`src/verilog/acs_pkg.sv`:
```
// axis current and status block: shared constants, register map and bus carrier types
// assumes a single 100 MHz clock domain and a plain strobe register port
package acs_pkg;

	// ==========================================================
	// clock and timing
	localparam int unsigned CLK_HZ           = 100_000_000;
	localparam int unsigned FREEWHEEL_UNIT_MS = 10;
	localparam int unsigned FREEWHEEL_TICK_CYC = CLK_HZ / 1000 * FREEWHEEL_UNIT_MS;
	localparam int unsigned STANDSTILL_LOG2  = 20;
	localparam int unsigned STANDSTILL_CYC   = 1 << STANDSTILL_LOG2;

	// ==========================================================
	// register bus
	localparam int unsigned ADDR_W = 12;
	localparam int unsigned DATA_W = 32;

	// register indices; byte address is four times the index
	localparam logic [ADDR_W-1:0] IDX_BOOST_CURRENT   = 12'h0C8;
	localparam logic [ADDR_W-1:0] IDX_FREEWHEEL_DELAY = 12'h0CC;
	localparam logic [ADDR_W-1:0] IDX_ACTUAL_LOAD     = 12'h0CE;
	localparam logic [ADDR_W-1:0] IDX_EXT_ERR_FLAGS   = 12'h0CF;
	localparam logic [ADDR_W-1:0] IDX_DRV_ERR_FLAGS   = 12'h0D0;
	localparam logic [ADDR_W-1:0] IDX_ENCODER_COUNT   = 12'h0D1;
	localparam logic [ADDR_W-1:0] IDX_ENCODER_SCALER  = 12'h0D2;
	localparam logic [ADDR_W-1:0] IDX_IRQ_STATUS      = 12'h0E0;
	localparam logic [ADDR_W-1:0] IDX_IRQ_CLEAR       = 12'h0E1;
	localparam logic [ADDR_W-1:0] IDX_IRQ_ENABLE      = 12'h0E2;
	localparam int unsigned IDX_SHIFT = 2;

	// ==========================================================
	// field widths and positions
	localparam int unsigned CUR_W     = 8;
	localparam int unsigned DELAY_W   = 16;
	localparam int unsigned LOAD_W    = 10;
	localparam int unsigned EXT_W     = 2;
	localparam int unsigned DRV_W     = 8;
	localparam int unsigned DRV_PIN_W = 7;
	localparam int unsigned FRAC_W    = 16;
	localparam int unsigned IRQ_W     = 4;

	localparam int unsigned EXT_STALL_BIT = 0;
	localparam int unsigned EXT_DEV_BIT   = 1;
	localparam int unsigned DRV_STILL_BIT = 7;

	localparam int unsigned IRQ_STALL_BIT = 0;
	localparam int unsigned IRQ_DEV_BIT   = 1;
	localparam int unsigned IRQ_DRV_BIT   = 2;
	localparam int unsigned IRQ_CUT_BIT   = 3;

	// ==========================================================
	// reset values
	localparam logic [CUR_W-1:0]   BOOST_RST   = 8'h00;
	localparam logic [DELAY_W-1:0] DELAY_RST   = 16'h0000;
	localparam logic [DATA_W-1:0]  SCALER_RST  = 32'h0001_0000;
	localparam logic [DATA_W-1:0]  ZERO_WORD   = 32'h0000_0000;

	// ==========================================================
	// carriers
	typedef struct packed {
		logic [ADDR_W-1:0] addr;
		logic [DATA_W-1:0] wdata;
		logic              wr;
		logic              rd;
	} acs_bus_req_t;

	// driver status pins, bit order matches the driver error byte
	typedef struct packed {
		logic olb;
		logic ola;
		logic s2gb;
		logic s2ga;
		logic otpw;
		logic ot;
		logic stall_thr;
	} acs_drv_pins_t;

	typedef enum logic [1:0] {
		QUAD_S0,
		QUAD_S1,
		QUAD_S2,
		QUAD_S3
	} acs_quad_t;

endpackage

```
`src/verilog/acs_sync.sv`:
```
// acs_sync: two-stage synchroniser for a bundle of asynchronous levels
// assumes destination clock clk; first stage is read only by the second
module acs_sync #(
	parameter int unsigned W = 1
) (
	input  wire logic         clk,
	input  wire logic         rst_n,
	input  wire logic         clk_en,
	input  wire logic [W-1:0] d,
	output logic      [W-1:0] q
);
	logic [W-1:0] meta_r;

	// ==========================================================
	// per-bit stages
	genvar i;
	generate
		for (i = 0; i < W; i++) begin : g_bit
			always_ff @(posedge clk or negedge rst_n) begin
				if (!rst_n) begin
					meta_r[i] <= 1'b0;
					q[i]      <= 1'b0;
				end else if (clk_en) begin
					meta_r[i] <= d[i];
					q[i]      <= meta_r[i];
				end
			end
		end
	endgenerate
endmodule

```
`src/verilog/acs_axis_status.sv`:
```
// acs_axis_status: boost current selection, freewheel power cut, load and error
// read-outs, encoder counter with prescaler, and an interrupt summary
// assumes motion-profile signals come from logic on clk; driver status, step and
// encoder lines are pins and are synchronised here
//
// Contract
// RL1: while accelerating or decelerating the coil current is the boost setting, or run current if boost is zero.
// RL2: boost current is an 8-bit value with the same scaling as run current.
// RL3: after velocity reaches zero, 10 ms units are counted and motor power is cut when the 16-bit delay expires.
// RL4: a freewheel delay of zero never cuts power, and zero is the reset value.
// RL5: a read-only 10-bit actual load value equal to the stall detection input is exposed.
// RL6: extended error flags are two bits, 1 for stall and 2 for deviation, both may be set.
// RL7: extended error flags clear when read or when a motion command executes.
// RL8: driver error bit 0 shows stall threshold reached and bit 1 overtemperature shutdown.
// RL9: driver error bit 2 shows overtemperature pre-warning while exceeded.
// RL10: driver error bits 3 and 4 show short to ground on coil A and coil B.
// RL11: driver error bits 5 and 6 show open load on coil A and coil B.
// RL12: driver error bit 7 shows standstill when no step pulse came in the last 2^20 clocks.
// RL13: encoder steps pass through a configurable prescaler before accumulation.
// RL14: the encoder counter is signed 32-bit, readable and overwritable by the host.
//
// Implementation choice: the plain strobed port.
module acs_axis_status #(
	parameter int unsigned TICK_CYC  = acs_pkg::FREEWHEEL_TICK_CYC,
	parameter int unsigned STILL_CYC = acs_pkg::STANDSTILL_CYC
) (
	input  wire logic                     clk,
	input  wire logic                     nrst,
	input  wire logic                     clk_en,
	input  wire acs_pkg::acs_bus_req_t    bus_req,
	output logic [acs_pkg::DATA_W-1:0]    bus_rdata,
	input  wire logic [acs_pkg::CUR_W-1:0] run_current,
	input  wire logic                     ramp_phase,
	input  wire logic                     velocity_zero,
	input  wire logic                     motion_cmd,
	input  wire logic [acs_pkg::LOAD_W-1:0] load_value,
	input  wire logic                     stall_event,
	input  wire logic                     deviation_event,
	input  wire acs_pkg::acs_drv_pins_t   drv_pins,
	input  wire logic                     step_pin,
	input  wire logic                     enc_a_pin,
	input  wire logic                     enc_b_pin,
	output logic [acs_pkg::CUR_W-1:0]     coil_current,
	output logic                          motor_power_en,
	output logic                          irq
);
	import acs_pkg::*;

	localparam int unsigned TICK_W  = $clog2(TICK_CYC + 1);
	localparam int unsigned STILL_W = $clog2(STILL_CYC + 1);
	localparam logic [TICK_W-1:0]  TICK_LAST  = TICK_W'(TICK_CYC - 1);
	localparam logic [STILL_W-1:0] STILL_LAST = STILL_W'(STILL_CYC - 1);
	localparam int unsigned SYNC_W = DRV_PIN_W + 3;

	// ==========================================================
	// reset release
	logic rst_meta_r;
	logic rst_n;

	always_ff @(posedge clk or negedge nrst) begin
		if (!nrst) begin
			rst_meta_r <= 1'b0;
			rst_n      <= 1'b0;
		end else begin
			rst_meta_r <= 1'b1;
			rst_n      <= rst_meta_r;
		end
	end

	// ==========================================================
	// pin synchronisation
	logic [SYNC_W-1:0] pins_q;
	acs_drv_pins_t     drv_s;
	logic              step_s;
	logic              enc_a_s;
	logic              enc_b_s;

	acs_sync #(
		.W(SYNC_W)
	) u_sync (
		.clk   (clk),
		.rst_n (rst_n),
		.clk_en(clk_en),
		.d     ({drv_pins, step_pin, enc_a_pin, enc_b_pin}),
		.q     (pins_q)
	);

	assign drv_s   = pins_q[SYNC_W-1:3];
	assign step_s  = pins_q[2];
	assign enc_a_s = pins_q[1];
	assign enc_b_s = pins_q[0];

	// ==========================================================
	// register decode
	logic [ADDR_W-1:0] idx;
	logic              idx_ok;
	logic              wr_boost;
	logic              wr_delay;
	logic              wr_count;
	logic              wr_scaler;
	logic              wr_irq_clr;
	logic              wr_irq_en;
	logic              rd_ext;

	// byte address must be word aligned
	assign idx_ok     = (bus_req.addr[IDX_SHIFT-1:0] == '0);
	assign idx        = ADDR_W'(bus_req.addr >> IDX_SHIFT);
	assign wr_boost   = bus_req.wr && idx_ok && (idx == IDX_BOOST_CURRENT);
	assign wr_delay   = bus_req.wr && idx_ok && (idx == IDX_FREEWHEEL_DELAY);
	assign wr_count   = bus_req.wr && idx_ok && (idx == IDX_ENCODER_COUNT);
	assign wr_scaler  = bus_req.wr && idx_ok && (idx == IDX_ENCODER_SCALER);
	assign wr_irq_clr = bus_req.wr && idx_ok && (idx == IDX_IRQ_CLEAR);
	assign wr_irq_en  = bus_req.wr && idx_ok && (idx == IDX_IRQ_ENABLE);
	assign rd_ext     = bus_req.rd && idx_ok && (idx == IDX_EXT_ERR_FLAGS);

	// ==========================================================
	// configuration registers
	logic [CUR_W-1:0]   boost_current_r;
	logic [DELAY_W-1:0] freewheel_delay_r;
	logic [DATA_W-1:0]  encoder_scaler_r;
	logic [IRQ_W-1:0]   irq_enable_r;

	always_ff @(posedge clk or negedge rst_n) begin
		if (!rst_n) begin
			boost_current_r   <= BOOST_RST;
			freewheel_delay_r <= DELAY_RST; // RL4
			encoder_scaler_r  <= SCALER_RST;
			irq_enable_r      <= '0;
		end else if (clk_en) begin
			if (wr_boost)
				boost_current_r <= bus_req.wdata[CUR_W-1:0]; // RL2
			if (wr_delay)
				freewheel_delay_r <= bus_req.wdata[DELAY_W-1:0];
			if (wr_scaler)
				encoder_scaler_r <= bus_req.wdata;
			if (wr_irq_en)
				irq_enable_r <= bus_req.wdata[IRQ_W-1:0];
		end
	end

	// ==========================================================
	// current selection
	logic [CUR_W-1:0] coil_current_nxt;

	assign coil_current_nxt = (ramp_phase && (boost_current_r != '0)) ? boost_current_r
		: run_current; // RL1

	always_ff @(posedge clk or negedge rst_n) begin
		if (!rst_n)
			coil_current <= '0;
		else if (clk_en)
			coil_current <= coil_current_nxt; // RL1
	end

	// ==========================================================
	// freewheel timer
	// the unit counter restarts with each standstill so the first unit is a full 10 ms
	logic [TICK_W-1:0]  tick_cnt_r;
	logic [DELAY_W-1:0] unit_cnt_r;
	logic               cut_r;
	logic               cut_evt;

	assign cut_evt = velocity_zero && !cut_r && (freewheel_delay_r != '0)
		&& (unit_cnt_r >= freewheel_delay_r);

	always_ff @(posedge clk or negedge rst_n) begin
		if (!rst_n) begin
			tick_cnt_r <= '0;
			unit_cnt_r <= '0;
		end else if (clk_en) begin
			if (!velocity_zero) begin
				tick_cnt_r <= '0;
				unit_cnt_r <= '0;
			end else if (tick_cnt_r == TICK_LAST) begin
				tick_cnt_r <= '0;
				if (unit_cnt_r != '1)
					unit_cnt_r <= unit_cnt_r + 1'b1; // RL3
			end else begin
				tick_cnt_r <= tick_cnt_r + 1'b1;
			end
		end
	end

	always_ff @(posedge clk or negedge rst_n) begin
		if (!rst_n)
			cut_r <= 1'b0;
		else if (clk_en) begin
			if (!velocity_zero || (freewheel_delay_r == '0))
				cut_r <= 1'b0; // RL4
			else if (cut_evt)
				cut_r <= 1'b1; // RL3
		end
	end

	assign motor_power_en = !cut_r;

	// ==========================================================
	// extended error flags
	logic [EXT_W-1:0] ext_flags_r;
	logic [EXT_W-1:0] ext_set;

	assign ext_set = {deviation_event, stall_event}; // RL6

	always_ff @(posedge clk or negedge rst_n) begin
		if (!rst_n)
			ext_flags_r <= '0;
		else if (clk_en) begin
			// a new event in the clearing cycle survives the clear
			if (rd_ext || motion_cmd)
				ext_flags_r <= ext_set; // RL7
			else
				ext_flags_r <= ext_flags_r | ext_set; // RL6
		end
	end

	// ==========================================================
	// standstill detection
	logic               step_d_r;
	logic               step_edge;
	logic [STILL_W-1:0] still_cnt_r;
	logic               still_r;

	assign step_edge = step_s && !step_d_r;

	always_ff @(posedge clk or negedge rst_n) begin
		if (!rst_n) begin
			step_d_r    <= 1'b0;
			still_cnt_r <= '0;
			still_r     <= 1'b0;
		end else if (clk_en) begin
			step_d_r <= step_s;
			if (step_edge) begin
				still_cnt_r <= '0;
				still_r     <= 1'b0;
			end else if (still_cnt_r == STILL_LAST) begin
				still_r <= 1'b1; // RL12
			end else begin
				still_cnt_r <= still_cnt_r + 1'b1;
			end
		end
	end

	// ==========================================================
	// driver error byte
	logic [DRV_W-1:0] drv_flags_r;
	logic [DRV_W-1:0] drv_flags_nxt;

	// bits 0..6 follow the driver status lines, bit 7 the standstill monitor
	assign drv_flags_nxt = {still_r, drv_s}; // RL8 RL9 RL10 RL11 RL12

	always_ff @(posedge clk or negedge rst_n) begin
		if (!rst_n)
			drv_flags_r <= '0;
		else if (clk_en)
			drv_flags_r <= drv_flags_nxt;
	end

	// ==========================================================
	// encoder decode
	acs_quad_t quad_r;
	acs_quad_t quad_nxt;
	logic      enc_up;
	logic      enc_dn;

	always_comb begin
		unique case ({enc_a_s, enc_b_s})
			2'b00: quad_nxt = QUAD_S0;
			2'b10: quad_nxt = QUAD_S1;
			2'b11: quad_nxt = QUAD_S2;
			2'b01: quad_nxt = QUAD_S3;
		endcase
	end

	// states step by one per edge; a two-state jump is a missed edge and is dropped
	assign enc_up = (2'(quad_nxt) == 2'(quad_r) + 2'h1);
	assign enc_dn = (2'(quad_nxt) == 2'(quad_r) - 2'h1);

	always_ff @(posedge clk or negedge rst_n) begin
		if (!rst_n)
			quad_r <= QUAD_S0;
		else if (clk_en)
			quad_r <= quad_nxt;
	end

	// ==========================================================
	// encoder prescaler and counter
	// scaler is 16.16 fixed point: counts added per encoder edge
	logic [FRAC_W-1:0]  frac_r;
	logic [FRAC_W:0]    frac_sum;
	logic [DATA_W-1:0]  step_amt;
	logic signed [DATA_W-1:0] encoder_count_r;

	assign frac_sum = {1'b0, frac_r} + {1'b0, encoder_scaler_r[FRAC_W-1:0]};
	assign step_amt = DATA_W'(encoder_scaler_r[DATA_W-1:FRAC_W])
		+ DATA_W'(frac_sum[FRAC_W]); // RL13

	always_ff @(posedge clk or negedge rst_n) begin
		if (!rst_n) begin
			frac_r          <= '0;
			encoder_count_r <= '0;
		end else if (clk_en) begin
			if (wr_count) begin
				encoder_count_r <= signed'(bus_req.wdata); // RL14
				frac_r          <= '0;
			end else if (enc_up || enc_dn) begin
				frac_r          <= frac_sum[FRAC_W-1:0];
				encoder_count_r <= enc_up ? encoder_count_r + signed'(step_amt)
					: encoder_count_r - signed'(step_amt); // RL13
			end
		end
	end

	// ==========================================================
	// interrupts
	logic [IRQ_W-1:0] irq_status_r;
	logic [IRQ_W-1:0] irq_set;
	logic [IRQ_W-1:0] irq_clr;
	logic             drv_rise;

	assign drv_rise = |(drv_flags_nxt[DRV_PIN_W-1:0] & ~drv_flags_r[DRV_PIN_W-1:0]);
	// top bit down: cut, driver rise, deviation, stall
	assign irq_set  = {cut_evt, drv_rise, deviation_event, stall_event};
	assign irq_clr  = wr_irq_clr ? bus_req.wdata[IRQ_W-1:0] : '0;

	always_ff @(posedge clk or negedge rst_n) begin
		if (!rst_n)
			irq_status_r <= '0;
		else if (clk_en)
			irq_status_r <= (irq_status_r & ~irq_clr) | irq_set;
	end

	always_ff @(posedge clk or negedge rst_n) begin
		if (!rst_n)
			irq <= 1'b0;
		else if (clk_en)
			irq <= |(irq_status_r & irq_enable_r);
	end

	// ==========================================================
	// read data
	logic [DATA_W-1:0] rdata_nxt;

	always_comb begin
		rdata_nxt = ZERO_WORD;
		if (idx_ok) begin
			unique case (idx)
				IDX_BOOST_CURRENT:   rdata_nxt = DATA_W'(boost_current_r);
				IDX_FREEWHEEL_DELAY: rdata_nxt = DATA_W'(freewheel_delay_r);
				IDX_ACTUAL_LOAD:     rdata_nxt = DATA_W'(load_value); // RL5
				IDX_EXT_ERR_FLAGS:   rdata_nxt = DATA_W'(ext_flags_r);
				IDX_DRV_ERR_FLAGS:   rdata_nxt = DATA_W'(drv_flags_r);
				IDX_ENCODER_COUNT:   rdata_nxt = DATA_W'(encoder_count_r); // RL14
				IDX_ENCODER_SCALER:  rdata_nxt = encoder_scaler_r;
				IDX_IRQ_STATUS:      rdata_nxt = DATA_W'(irq_status_r);
				IDX_IRQ_ENABLE:      rdata_nxt = DATA_W'(irq_enable_r);
				default:             rdata_nxt = ZERO_WORD;
			endcase
		end
	end

	always_ff @(posedge clk or negedge rst_n) begin
		if (!rst_n)
			bus_rdata <= ZERO_WORD;
		else if (clk_en && bus_req.rd)
			bus_rdata <= rdata_nxt;
	end
endmodule

```
`config.mk`:
```
export PLATFORM = sky130hd
export DESIGN_NAME = acs_axis_status
export DESIGN_NICKNAME = d
export VERILOG_FILES = /design/src/verilog/acs_pkg.sv /design/src/verilog/acs_sync.sv /design/src/verilog/acs_axis_status.sv
export SDC_FILE = /design/constraint.sdc
export NUM_CORES = 1
export LEC_CHECK = 0
export BUFFER_PORTS_ARGS = -buffer_cell sky130_fd_sc_hd__buf_2
export CORE_MARGIN = 2
export CORE_UTILIZATION = 45
export DETAILED_ROUTE_END_ITERATION = 12
export PLACE_DENSITY_LB_ADDON = 0.08
export SETUP_SLACK_MARGIN = 0.4
export SYNTH_ARGS = -nofsm -noshare
export SYNTH_HDL_FRONTEND = slang
export SYNTH_HIERARCHICAL = 1
export SYNTH_SLANG_ARGS = --single-unit
```
`constraint.sdc`:
```
create_clock -name clk -period 9.58 [get_ports clk]
set_clock_uncertainty 0.2 [all_clocks]
set_input_delay 1.437 -clock clk [delete_from_list [all_inputs] [get_ports clk]]
set_output_delay 1.437 -clock clk [all_outputs]
set_load 0.01 [all_outputs]
```
# After elaboration in Yosys (flattened, before gate mapping)
# Cells that the tools add are included.
[word_totals] register_bits=247 output_inout_bits=42 wordCells=141
[op_classes] n_lt_le_gt_ge=1 eq_ne=21 bitwise=7 muxes=22 reduce_logical=40 add_sub_neg=9
[ops] cell="one-hot mux 32 bit (9 select lines)" n=1
[ops] cell="2-to-1 mux 32 bit" n=4
[ops] cell="== test 10 x 8 -> 1 bit (second input constant)" n=10
[ops] cell="2-to-1 mux 16 bit" n=5
[ops] cell="2-to-1 mux 21 bit" n=2
[ops] cell="2-to-1 mux 20 bit" n=2
[ops] cell="adder 32 x 18 -> 32 bit" n=1
[ops] cell="subtractor 32 x 18 -> 32 bit" n=1
[ops] cell="adder 21 x 1 -> 21 bit (second input constant)" n=1
[ops] cell="== test 21 x 20 -> 1 bit (second input constant)" n=1
[ops] cell="adder 20 x 1 -> 20 bit (second input constant)" n=1
[ops] cell="== test 20 bit (second input constant)" n=1
[ops] cell="adder 16 x 1 -> 17 bit" n=1
[ops] cell="adder 16 x 16 -> 17 bit" n=1
[ops] cell="adder 16 x 1 -> 16 bit (second input constant)" n=1
[ops] cell=">= comparator 16 bit" n=1
[ops] cell="zero test 16 bit" n=1
[ops] cell="inequality test 16 bit (second input constant)" n=1
[ops] cell="AND reduction 2 bit" n=8
[ops] cell="nonzero test 16 bit" n=1
[ops] cell="logical AND 1 bit" n=15
[ops] cell="AND 4 bit" n=2
[ops] cell="2-to-1 mux 8 bit" n=1
[ops] cell="one-hot mux 2 bit (4 select lines)" n=1
[ops] cell="other kinds (23)" n=36

# Longest topological paths before layout
# Gate-level depths: netlist of run 1.
[depth] depth_word=7 ltp_mapped=31

# Hierarchy
# Netlist of run 1, hierarchy kept.
[by_module_without_submodules] mod="acs_axis_status" area_each_um2=13780.7 cells_per_inst=1504 n_inst=1 seq_area_each_um2=5681.7
[by_module_without_submodules] mod="acs_sync" area_each_um2=823.3 cells_per_inst=42 n_inst=1 seq_area_each_um2=500.5

# Worst setup path after synthesis of run 1
# Ideal clock, no wire load.
[synth_path] path_kind="register to register" startpoint="register encoder_scaler_r[0]" endpoint="register encoder_count_r[31]" arrival_time_ns=6.611 slack_ns=2.665 path_stages_with_launch=31 n_path_buf=1 synth_period_minus_slack_ns=6.915 required_ns=9.276 cell_sequence="dfrtp_1 -> ha_1 -> fa_1 -> a21o_1 -> a21oi_1 -> o21ai_0 -> a31oi_1 -> o21bai_1 -> a2111oi_0 -> o31a_1 -> o21ai_0 -> ha_1 -> ha_1 -> buf_2 -> and3_1 -> nand3_1 -> xor2_1 -> inv_1 -> nor4_1 -> nand2_1 -> o21ai_1 -> o21ai_0 -> ha_1 -> a21oi_1 -> o21ai_0 -> a21o_1 -> a21o_1 -> a221o_1 -> a21oi_1 -> mux2_4 -> o311ai_1"
[synth_via] elab_chain_len=6
[synth_rtl] element="start: declaration" line_no="acs_axis_status.sv:120" source="logic [DATA_W-1:0] encoder_scaler_r;"
[synth_rtl] element="start signal: assignment" line_no="acs_axis_status.sv:135" source="encoder_scaler_r <= bus_req.wdata;"
[synth_rtl] element="adder 16 x 16 -> 17 bit *" line_no="acs_axis_status.sv:293" source="assign frac_sum = {1'b0, frac_r} + {1'b0, encoder_scaler_r[FRAC_W-1:0]};"
[synth_rtl] element="adder 16 x 1 -> 17 bit *" line_no="acs_axis_status.sv:295" source="+ DATA_W'(frac_sum[FRAC_W]);"
[synth_rtl] element="subtractor 32 x 18 -> 32 bit / adder 32 x 18 -> 32 bit (equally long branches)" line_no="acs_axis_status.sv:308, acs_axis_status.sv:307"
[synth_rtl] element="2-to-1 mux 32 bit *" line_no="acs_axis_status.sv:307" source="encoder_count_r <= enc_up ? encoder_count_r + signed'(step_amt)"
[synth_rtl] element="2-to-1 mux 32 bit *" line_no="acs_axis_status.sv:305" source="end else if (enc_up || enc_dn) begin"
[synth_rtl] element="2-to-1 mux 32 bit *" line_no="acs_axis_status.sv:302" source="if (wr_count) begin"
[synth_rtl] element="end signal: assignment" line_no="acs_axis_status.sv:303" source="encoder_count_r <= signed'(bus_req.wdata);"
[synth_rtl] element="end signal: assignment" line_no="acs_axis_status.sv:307"
[synth_rtl] element="end: declaration" line_no="acs_axis_status.sv:291" source="logic signed [DATA_W-1:0] encoder_count_r;"
# Every way passes the cells marked *; elsewhere a longest branch is shown, timed or not. The select of a mux whose other input is x is not followed.
# A chain may end at the register's enable or synchronous reset.

# Worst setup path in the final report of run 1
# Same ends and word-level chain as after synthesis.

==> results by group, run 1 <==
Placed design
  • Port Buffers: 123
  • Detail Placement HPWL: 28,300 um
  • Placed cell count: 2,014
  • GP Congestion: 0.844

Critical path
  • R2R Path Start: encoder_scaler_r[0]
  • Worst r2r dst: encoder_count_r[31]
  • CP Capture Type: flop
  • R2r setup slk: 1620 ps
  • CP Class: reg2reg
  • Worst Path Arrival: 8220 ps
  • Buf+Inv Stages, Crit Path: 1
  • CP max-delay cell: a2111oi_0
  • Required @ worst endpoint: 9840 ps
  • Worst path max stage delay: 530 ps
  • Critical Path Fanout Max: 9
  • Crit path max-delay family: compound AO/OA/AOI/OAI gates
  • R2r worst-path depth: 29
  • CP startpoint kind: flop

Logic synthesis
  • Prevailing post-synth register cell: dfrtp_1
  • Syn Nets: 1,703
  • Post-synthesis register bit count: 247
  • Area fraction of the dominant cell type after synthesis: 0.422
  • Syn avg cell area: 9.45 sq um
  • Cells after Synth: 1,546
  • Post-synthesis sequential area ratio: 0.423
  • Post-synth EDFFs: 0
  • Ys async rst share: 1.00
  • Largest cells by area after synthesis: dfrtp_1 (42%), ha_1 (6.3%), nand2_1 (4.6%)
  • Synthesis Warnings: 6
  • Library cells used by synthesis: 83
  • Synth area leader: dfrtp_1
  • Synth Cell Area: 14,600 sq um

CTS
  • Cts-stage hold buffer count: 0
  • CTS-repair resized insts: 0
  • CTS Root Cell: clkbuf_16
  • Clock Pin Slew Worst Setup and Hold Paths: 60 ps
  • Post-CTS Repair Setup Buffers: 0
  • CTS sink count: 247
  • CTS buffer count: 29
  • Maximum buffer depth of the clock tree: 3
  • CTS tree: yes
  • Latest clock arrival within the worst-skew pair: 560 ps
  • H-tree depth reported by CTS: 1

Floorplan
  • Io pins: 124
  • Die area: 33,900 sq um
  • Row cnt: 65
  • Initial Util: 0.460
  • Die W: 184 um
  • Core Area: 31,700 sq um
  • Die Ht: 184 um

Timing
  • Worst slew pin tran: 875 ps
  • Slew Limit Fails: 0
  • Crit path time final: 7960 ps
  • Max frequency: 126 MHz
  • Fin crit share: 0.831
  • Fin Setup TNS: 0 ps
  • RSZ-0062 raised after global routing: no
  • Final setup violating endpoints: 0
  • Relative slew slack: 0.412
  • Hold_ws: 155 ps
  • Final Hold Fails: 0

Hold path
  • Hold Path Depth: 0
  • Min-Delay Startpoint: rst_meta_r
  • Min-Delay Endpoint: rst_n
  • Worst Hold Class: reg2reg

Finish
  • Register area: 6190 sq um
  • Syn-to-layout area delta: 13.5%
  • Non-Filler Instances: 2,066
  • Commonest non-fill, non-tap cell in the layout: dfrtp_1
  • N_diodes: 0
  • Layout cells sized above 1: 0.169
  • Filler cells: 2,971
  • Multi-input gate area: 8000 sq um
  • Nets: 1,800
  • Most frequent cells in the layout: dfrtp_1 (245), nand2_1 (180), nor2_1 (131)

Routing
  • Vias per inst: 5.75
  • DR DRC count: 0
  • Detailed-route wire length: 39,500 um
  • Routed Antenna Nets: 0
  • TritonRoute pass-1 iters: 8
  • Vias: 11.9k
  • 1st-iter DRT viols: 831
  • Routed length per instance: 19.1 um

Power and ir drop
  • Sw frac: 0.301
  • Pwr Total: 0.00289 W
  • Share of power burned in the clock network: 0.395
  • VDD IR-drop max: 144 uV
  • Comb pwr share: 0.180
  • Switching pwr: 0.000868 W
  • Pint: 0.00202 W
  • Flop pwr share: 0.425
  • Pleak: 7.91 nW
  • Pwr per Cell Area: 174 nW/um^2

Global route
  • Largest net degree at the start of global routing: 141
  • GRT overflow: 0
  • Vias in the first global route: 11.5k
  • Initial antenna violation count: 0
  • GRT Total Usage: 0.237
  • Global-route wire length before repair: 63,700 um

Flow run
  • Max-capacitance violation count: 0

Status
  • Status: finished clean
cell usage after synthesis (5+ instances only):
library cell    n
nand4_1        19
ha_1           73
a211oi_1        8
nor2_1        133
mux2_4         21
buf_1           5
mux2i_1        18
or3_1          14
and3_1         23
nor2b_1         9
mux2_2         49
nor4_1          9
a22o_1          9
a21oi_1        79
o21a_1          9
o21ai_0       127
o21ai_1         7
a222oi_1       11
inv_1          46
xor2_1         63
dfrtp_1       246
a31oi_1        27
o31ai_1        12
nor3_1         27
a221oi_1        7
nand3_1        50
a22oi_1        22
and4_1          6
nand2b_1       10
a21o_1         27
o21bai_1        5
xnor2_1        48
and2_1          7
clkbuf_1       57
nand2_1       180
power by group through the flow:
stage	sequential [W]	combinational (W)	clock (W)
floorplan	0.00122	0.000376	0
global placement	0.00124	0.000511	0
detailed placement	0.00125	0.000520	0
CTS	0.00123	0.000521	0.00117
global route	0.00124	0.000586	0.00121
finish	0.00123	0.000519	0.00114
worst reg2reg max path, delay by kind of cell, from the launching register on:
| family | cells | cell delay (ps) |
|---|---|---|
| and+or+nand+nor | 4 | 950 |
| xor gates and xnor gates | 1 | 150 |
| muxes | 1 | 330 |
| buffers and inverters | 1 | 90 |
| DFF | 1 | 390 |
| adders and majority gates | 5 | 1680 |
| AOI/OAI and AO/OA | 17 | 4090 |
per-stage QoR:
step	cell area, sq um	setup slack (ps)	util
after floorplan	14600	1990	-
after global placement	15600	1870	0.491
after detailed placement	15600	1700	0.491
after CTS	16600	1640	0.523
after global routing	16600	1040	0.523
final	16600	1620	0.523
metal layers:
metal,vias up,part of all wire,GRT usage
li1,5772,-,-
met1,5758,0.49,0.351
met2,297,0.44,0.367
met3,55,0.049,0.0306
met4,0,0.024,0.0602
met5,-,0,0
worst max-delay path by stage:
stage / startpoint / endpoint / slack (ps) / cells past startpoint
6_report: encoder_scaler_r[0] / encoder_count_r[31] / 1620 / 29
5_1_grt: encoder_scaler_r[0] / encoder_count_r[31] / 1040 / 29
4_1_cts: encoder_scaler_r[0] / encoder_count_r[31] / 1640 / 29
3_5_place_dp: encoder_scaler_r[0] / encoder_count_r[31] / 1700 / 29
3_3_place_gp: encoder_scaler_r[0] / encoder_count_r[31] / 1870 / 29
2_1_floorplan: rst_n / boost_current_r[0] / 1990 / 0
logic make-up after synthesis:
kind of cell             after synthesis  synth area share
AND/OR/NAND/NOR                      515             0.167
AO/OA/AOI/OAI                        392             0.173
flip-flops                           247             0.423
buffers and inverters                116            0.0320
XOR/XNOR                             111            0.0666
multiplexers                          89            0.0725
adder cells (fa/ha/maj)               75            0.0653
other                                  1          0.000257
layout make-up:
class                      count  area share
clock buffer                  38      0.0494
clock inverter                14      0.0102
inverter                      46      0.0104
multi-input combinational   1183       0.482
sequential                   247       0.373
tap                          402      0.0303
timing repair buffer         136      0.0439
state kept, by name, indices dropped and copies added (netlist names), 2 cells and up:
signal and cells:
unit_cnt_r 16, still_cnt_r 21, ext_flags_r 2, freewheel_delay_r 16, boost_current_r 8, coil_current 8
drv_flags_r 8, quad_r 2, tick_cnt_r 20, u_sync/q 10, frac_r 16, irq_status_r 4
bus_rdata 32, encoder_scaler_r 32, u_sync/meta_r 10, encoder_count_r 32, irq_enable_r 4
Power figures use the tool's default switching activity.
==> run 2, diff against run 1 <==
==> constraint.sdc (replaced) <==
create_clock -name clk -period 7.4 [get_ports clk]
set_clock_uncertainty 0.2 [all_clocks]
set_input_delay 1.11 -clock clk [delete_from_list [all_inputs] [get_ports clk]]
set_output_delay 1.11 -clock clk [all_outputs]
set_load 0.01 [all_outputs]
==> run 2 against run 1 <==
Net effect:
- worst setup slack worse by 880 ps
- non-clock buffer count increased by 29
- global-route usage is 0.54 points higher
- hold slack worse by 25 ps
- clock-buffer cell count increased by 5
- utilization grew 0.86 points
- clock power rose by 23%
- sequential share of layout area is 0.61 points lower
- register-to-register slack got worse by 880 ps
- sequential cell count unchanged
- final area rose by 1.7%
- largest cell class unchanged
- highest routed layer unchanged
==> results by group, run 2 (synthesis gave the netlist of run 1 again) <==
CTS
  • Latest clock arrival within the worst-skew pair: 560 ps (about the same)
  • CTS buffer count: 28 (-3.4%)
  • Maximum buffer depth of the clock tree: 3 (unchanged)
  • CTS sink count: 247 (unchanged)
  • CTS tree: yes
  • Clock Pin Slew Worst Setup and Hold Paths: 60 ps (about the same)
  • Cts-stage hold buffer count: 0 (unchanged)
  • CTS Root Cell: clkbuf_16
  • H-tree depth reported by CTS: 1 (unchanged)

Finish
  • Nets: 1,828 (+1.6%)
  • Layout cells sized above 1: 0.192 (+0.0234)
  • Filler cells: 2,943 (-0.94%)
  • Finished Cell Area: 16,800 sq um (+1.7%)
  • Most frequent cells in the layout: dfrtp_1 (245), nand2_1 (180), nor2_1 (131)
  • Final core utilization: 0.531 (+0.00864)
  • N_diodes: 0 (unchanged)
  • Syn-to-layout area delta: 15.4%
  • Commonest non-fill, non-tap cell in the layout: dfrtp_1
  • Non-Filler Instances: 2,092 (+1.3%)
  • Largest registers: bus_rdata x32, encoder_count_r x32, encoder_scaler_r x32

Routing
  • Vias: 12.0k (+1.3%)
  • Routed length per instance: 19.3 um (+0.91%)
  • Routed Antenna Nets: 0 (unchanged)
  • Vias per inst: 5.75 (about the same)
  • Detailed-route wire length: 40,400 um (+2.2%)
  • DR DRC count: 0 (unchanged)
  • 1st-iter DRT viols: 898 (+8.1%)
  • TritonRoute pass-1 iters: 5 (-3)

Floorplan
  • Die W: 184 um (unchanged)
  • Initial Util: 0.460 (unchanged)
  • Core Area: 31,700 sq um (unchanged)
  • Die area: 33,900 sq um (unchanged)
  • Io pins: 124 (unchanged)
  • Die Ht: 184 um (unchanged)
  • Row cnt: 65 (unchanged)

Power and ir drop
  • Flop pwr share: 0.430 (+0.005)
  • VDD IR-drop max: 181 uV (+26%)
  • Pleak: 8.04 nW (+1.6%)
  • Pint: 0.00258 W (+28%)
  • Comb pwr share: 0.191 (+0.011)
  • Sw frac: 0.302 (+0.00145)
  • Switching pwr: 0.00112 W (+29%)
  • Share of power burned in the clock network: 0.379 (-0.016)
  • Pwr per Cell Area: 220 nW/um^2 (+26%)

Placed design
  • Post-DP Area: 15,800 sq um (+1.2%)
  • Placed cell count: 2,038 (+1.2%)
  • Place WS: 29.0 ps (-1670 ps)
  • Detail Placement HPWL: 28,800 um (+1.9%)
  • Port Buffers: 123 (unchanged)
  • GP Congestion: 0.863 (+2.2%)

Critical path
  • Worst path max stage delay: 530 ps (about the same)
  • Buf+Inv Stages, Crit Path: 0 (-1)
  • Required @ worst endpoint: 7640 ps (-2200 ps)
  • CP max-delay cell: or4b_4
  • CP Capture Type: flop
  • CP Class: reg2reg
  • Crit path max-delay family: compound AO/OA/AOI/OAI gates
  • Critical Path Fanout Max: 7 (-2)
  • CP startpoint kind: flop
  • Worst Path Arrival: 6900 ps (-1320 ps)
  • Worst path most repeated cell: o21ai_1

Global route
  • Largest net degree at the start of global routing: 182 (+29%)
  • GRT overflow: 0 (unchanged)
  • Global-route wire length before repair: 65,100 um (+2.2%)
  • Initial antenna violation count: 0 (unchanged)
  • GRT Total Usage: 0.242 (+0.00544)
  • Vias in the first global route: 11.8k (+2.4%)

Flow run
  • Max-capacitance violation count: 0 (unchanged)

Timing
  • Relative slew slack: 0.218 (-0.195)
  • Fin crit share: 0.900 (+0.0690)
  • Worst slew pin tran: 1170 ps (+299 ps)
  • Max frequency: 150 MHz (+20%)
  • Slew Limit Fails: 0 (unchanged)
  • Fin Setup TNS: 0 ps (unchanged)
  • Final setup margin: 739 ps (-879 ps)
  • Final setup violating endpoints: 0 (unchanged)
  • RSZ-0062 raised after global routing: yes
  • Final Hold Fails: 0 (unchanged)
  • Crit path time final: 6660 ps (-1300 ps)

Status
  • Status: finished clean

Hold path
  • Worst Hold Class: in2async
==> run 2: final timing paths <==
kind	start	end	slack, ps	cells past startpoint
setup / recovery	encoder_scaler_r[0]	encoder_count_r[22]	740	28
hold / removal	nrst	rst_meta_r	130	1
setup reg to reg	encoder_scaler_r[0]	encoder_count_r[22]	740	28
hold reg to reg	rst_meta_r	rst_n	160	0
max in group asynchronous	rst_n	frac_r[13]	5170	1
min in group clk	rst_meta_r	rst_n	160	0
==> run 2: cell type report <==
type | instances | area (sq um) | share of cell area
Inverter | 46 | 173 | 0.0102
Clock inverter | 6 | 66.3 | 0.00394
Multi-Input combinational cell | 1183 | 8110 | 0.481
Timing Repair Buffer | 165 | 946 | 0.0561
Clock buffer | 43 | 867 | 0.0515
Tap cell | 402 | 503 | 0.0299
Sequential cell | 247 | 6190 | 0.367
==> run 2: routing by layer <==
metal | global-route usage | share of wire | wire (um)
met4 | 0.0624 | 0.024 | 984
met5 | 0 | 0 | 0
met3 | 0.0385 | 0.051 | 2070
met1 | 0.354 | 0.49 | 19600
met2 | 0.375 | 0.44 | 17700
==> run 2: what timing repair did <==
item / 4_1_cts / 5_1_grt
gates resized for setup: 7 / 20
cloned: 0 / 0
buffers inserted: 2 / 3
setup endpoints to repair: 17 / 19
pin swaps: 5 / 20
==> run 2: through the flow <==
stage / total power (W) / hold WS [ps]
6_report: 0.00370 / 129
5_1_grt: 0.00390 / 107
4_1_cts: 0.00373 / 103
3_5_place_dp: 0.00231 / 143
3_3_place_gp: 0.00230 / 135
2_1_floorplan: 0.00207 / 131
==> run 2: power by group through the flow <==
| stage | Clock (W) | Combinational, W | Sequential, W |
|---|---|---|---|
| after detailed placement | 0 | 0.000698 | 0.00161 |
| after global routing | 0.00150 | 0.000796 | 0.00161 |
| final | 0.00140 | 0.000705 | 0.00159 |
| after CTS | 0.00144 | 0.000704 | 0.00159 |
| after global placement | 0 | 0.000688 | 0.00161 |
| after floorplan | 0 | 0.000487 | 0.00158 |
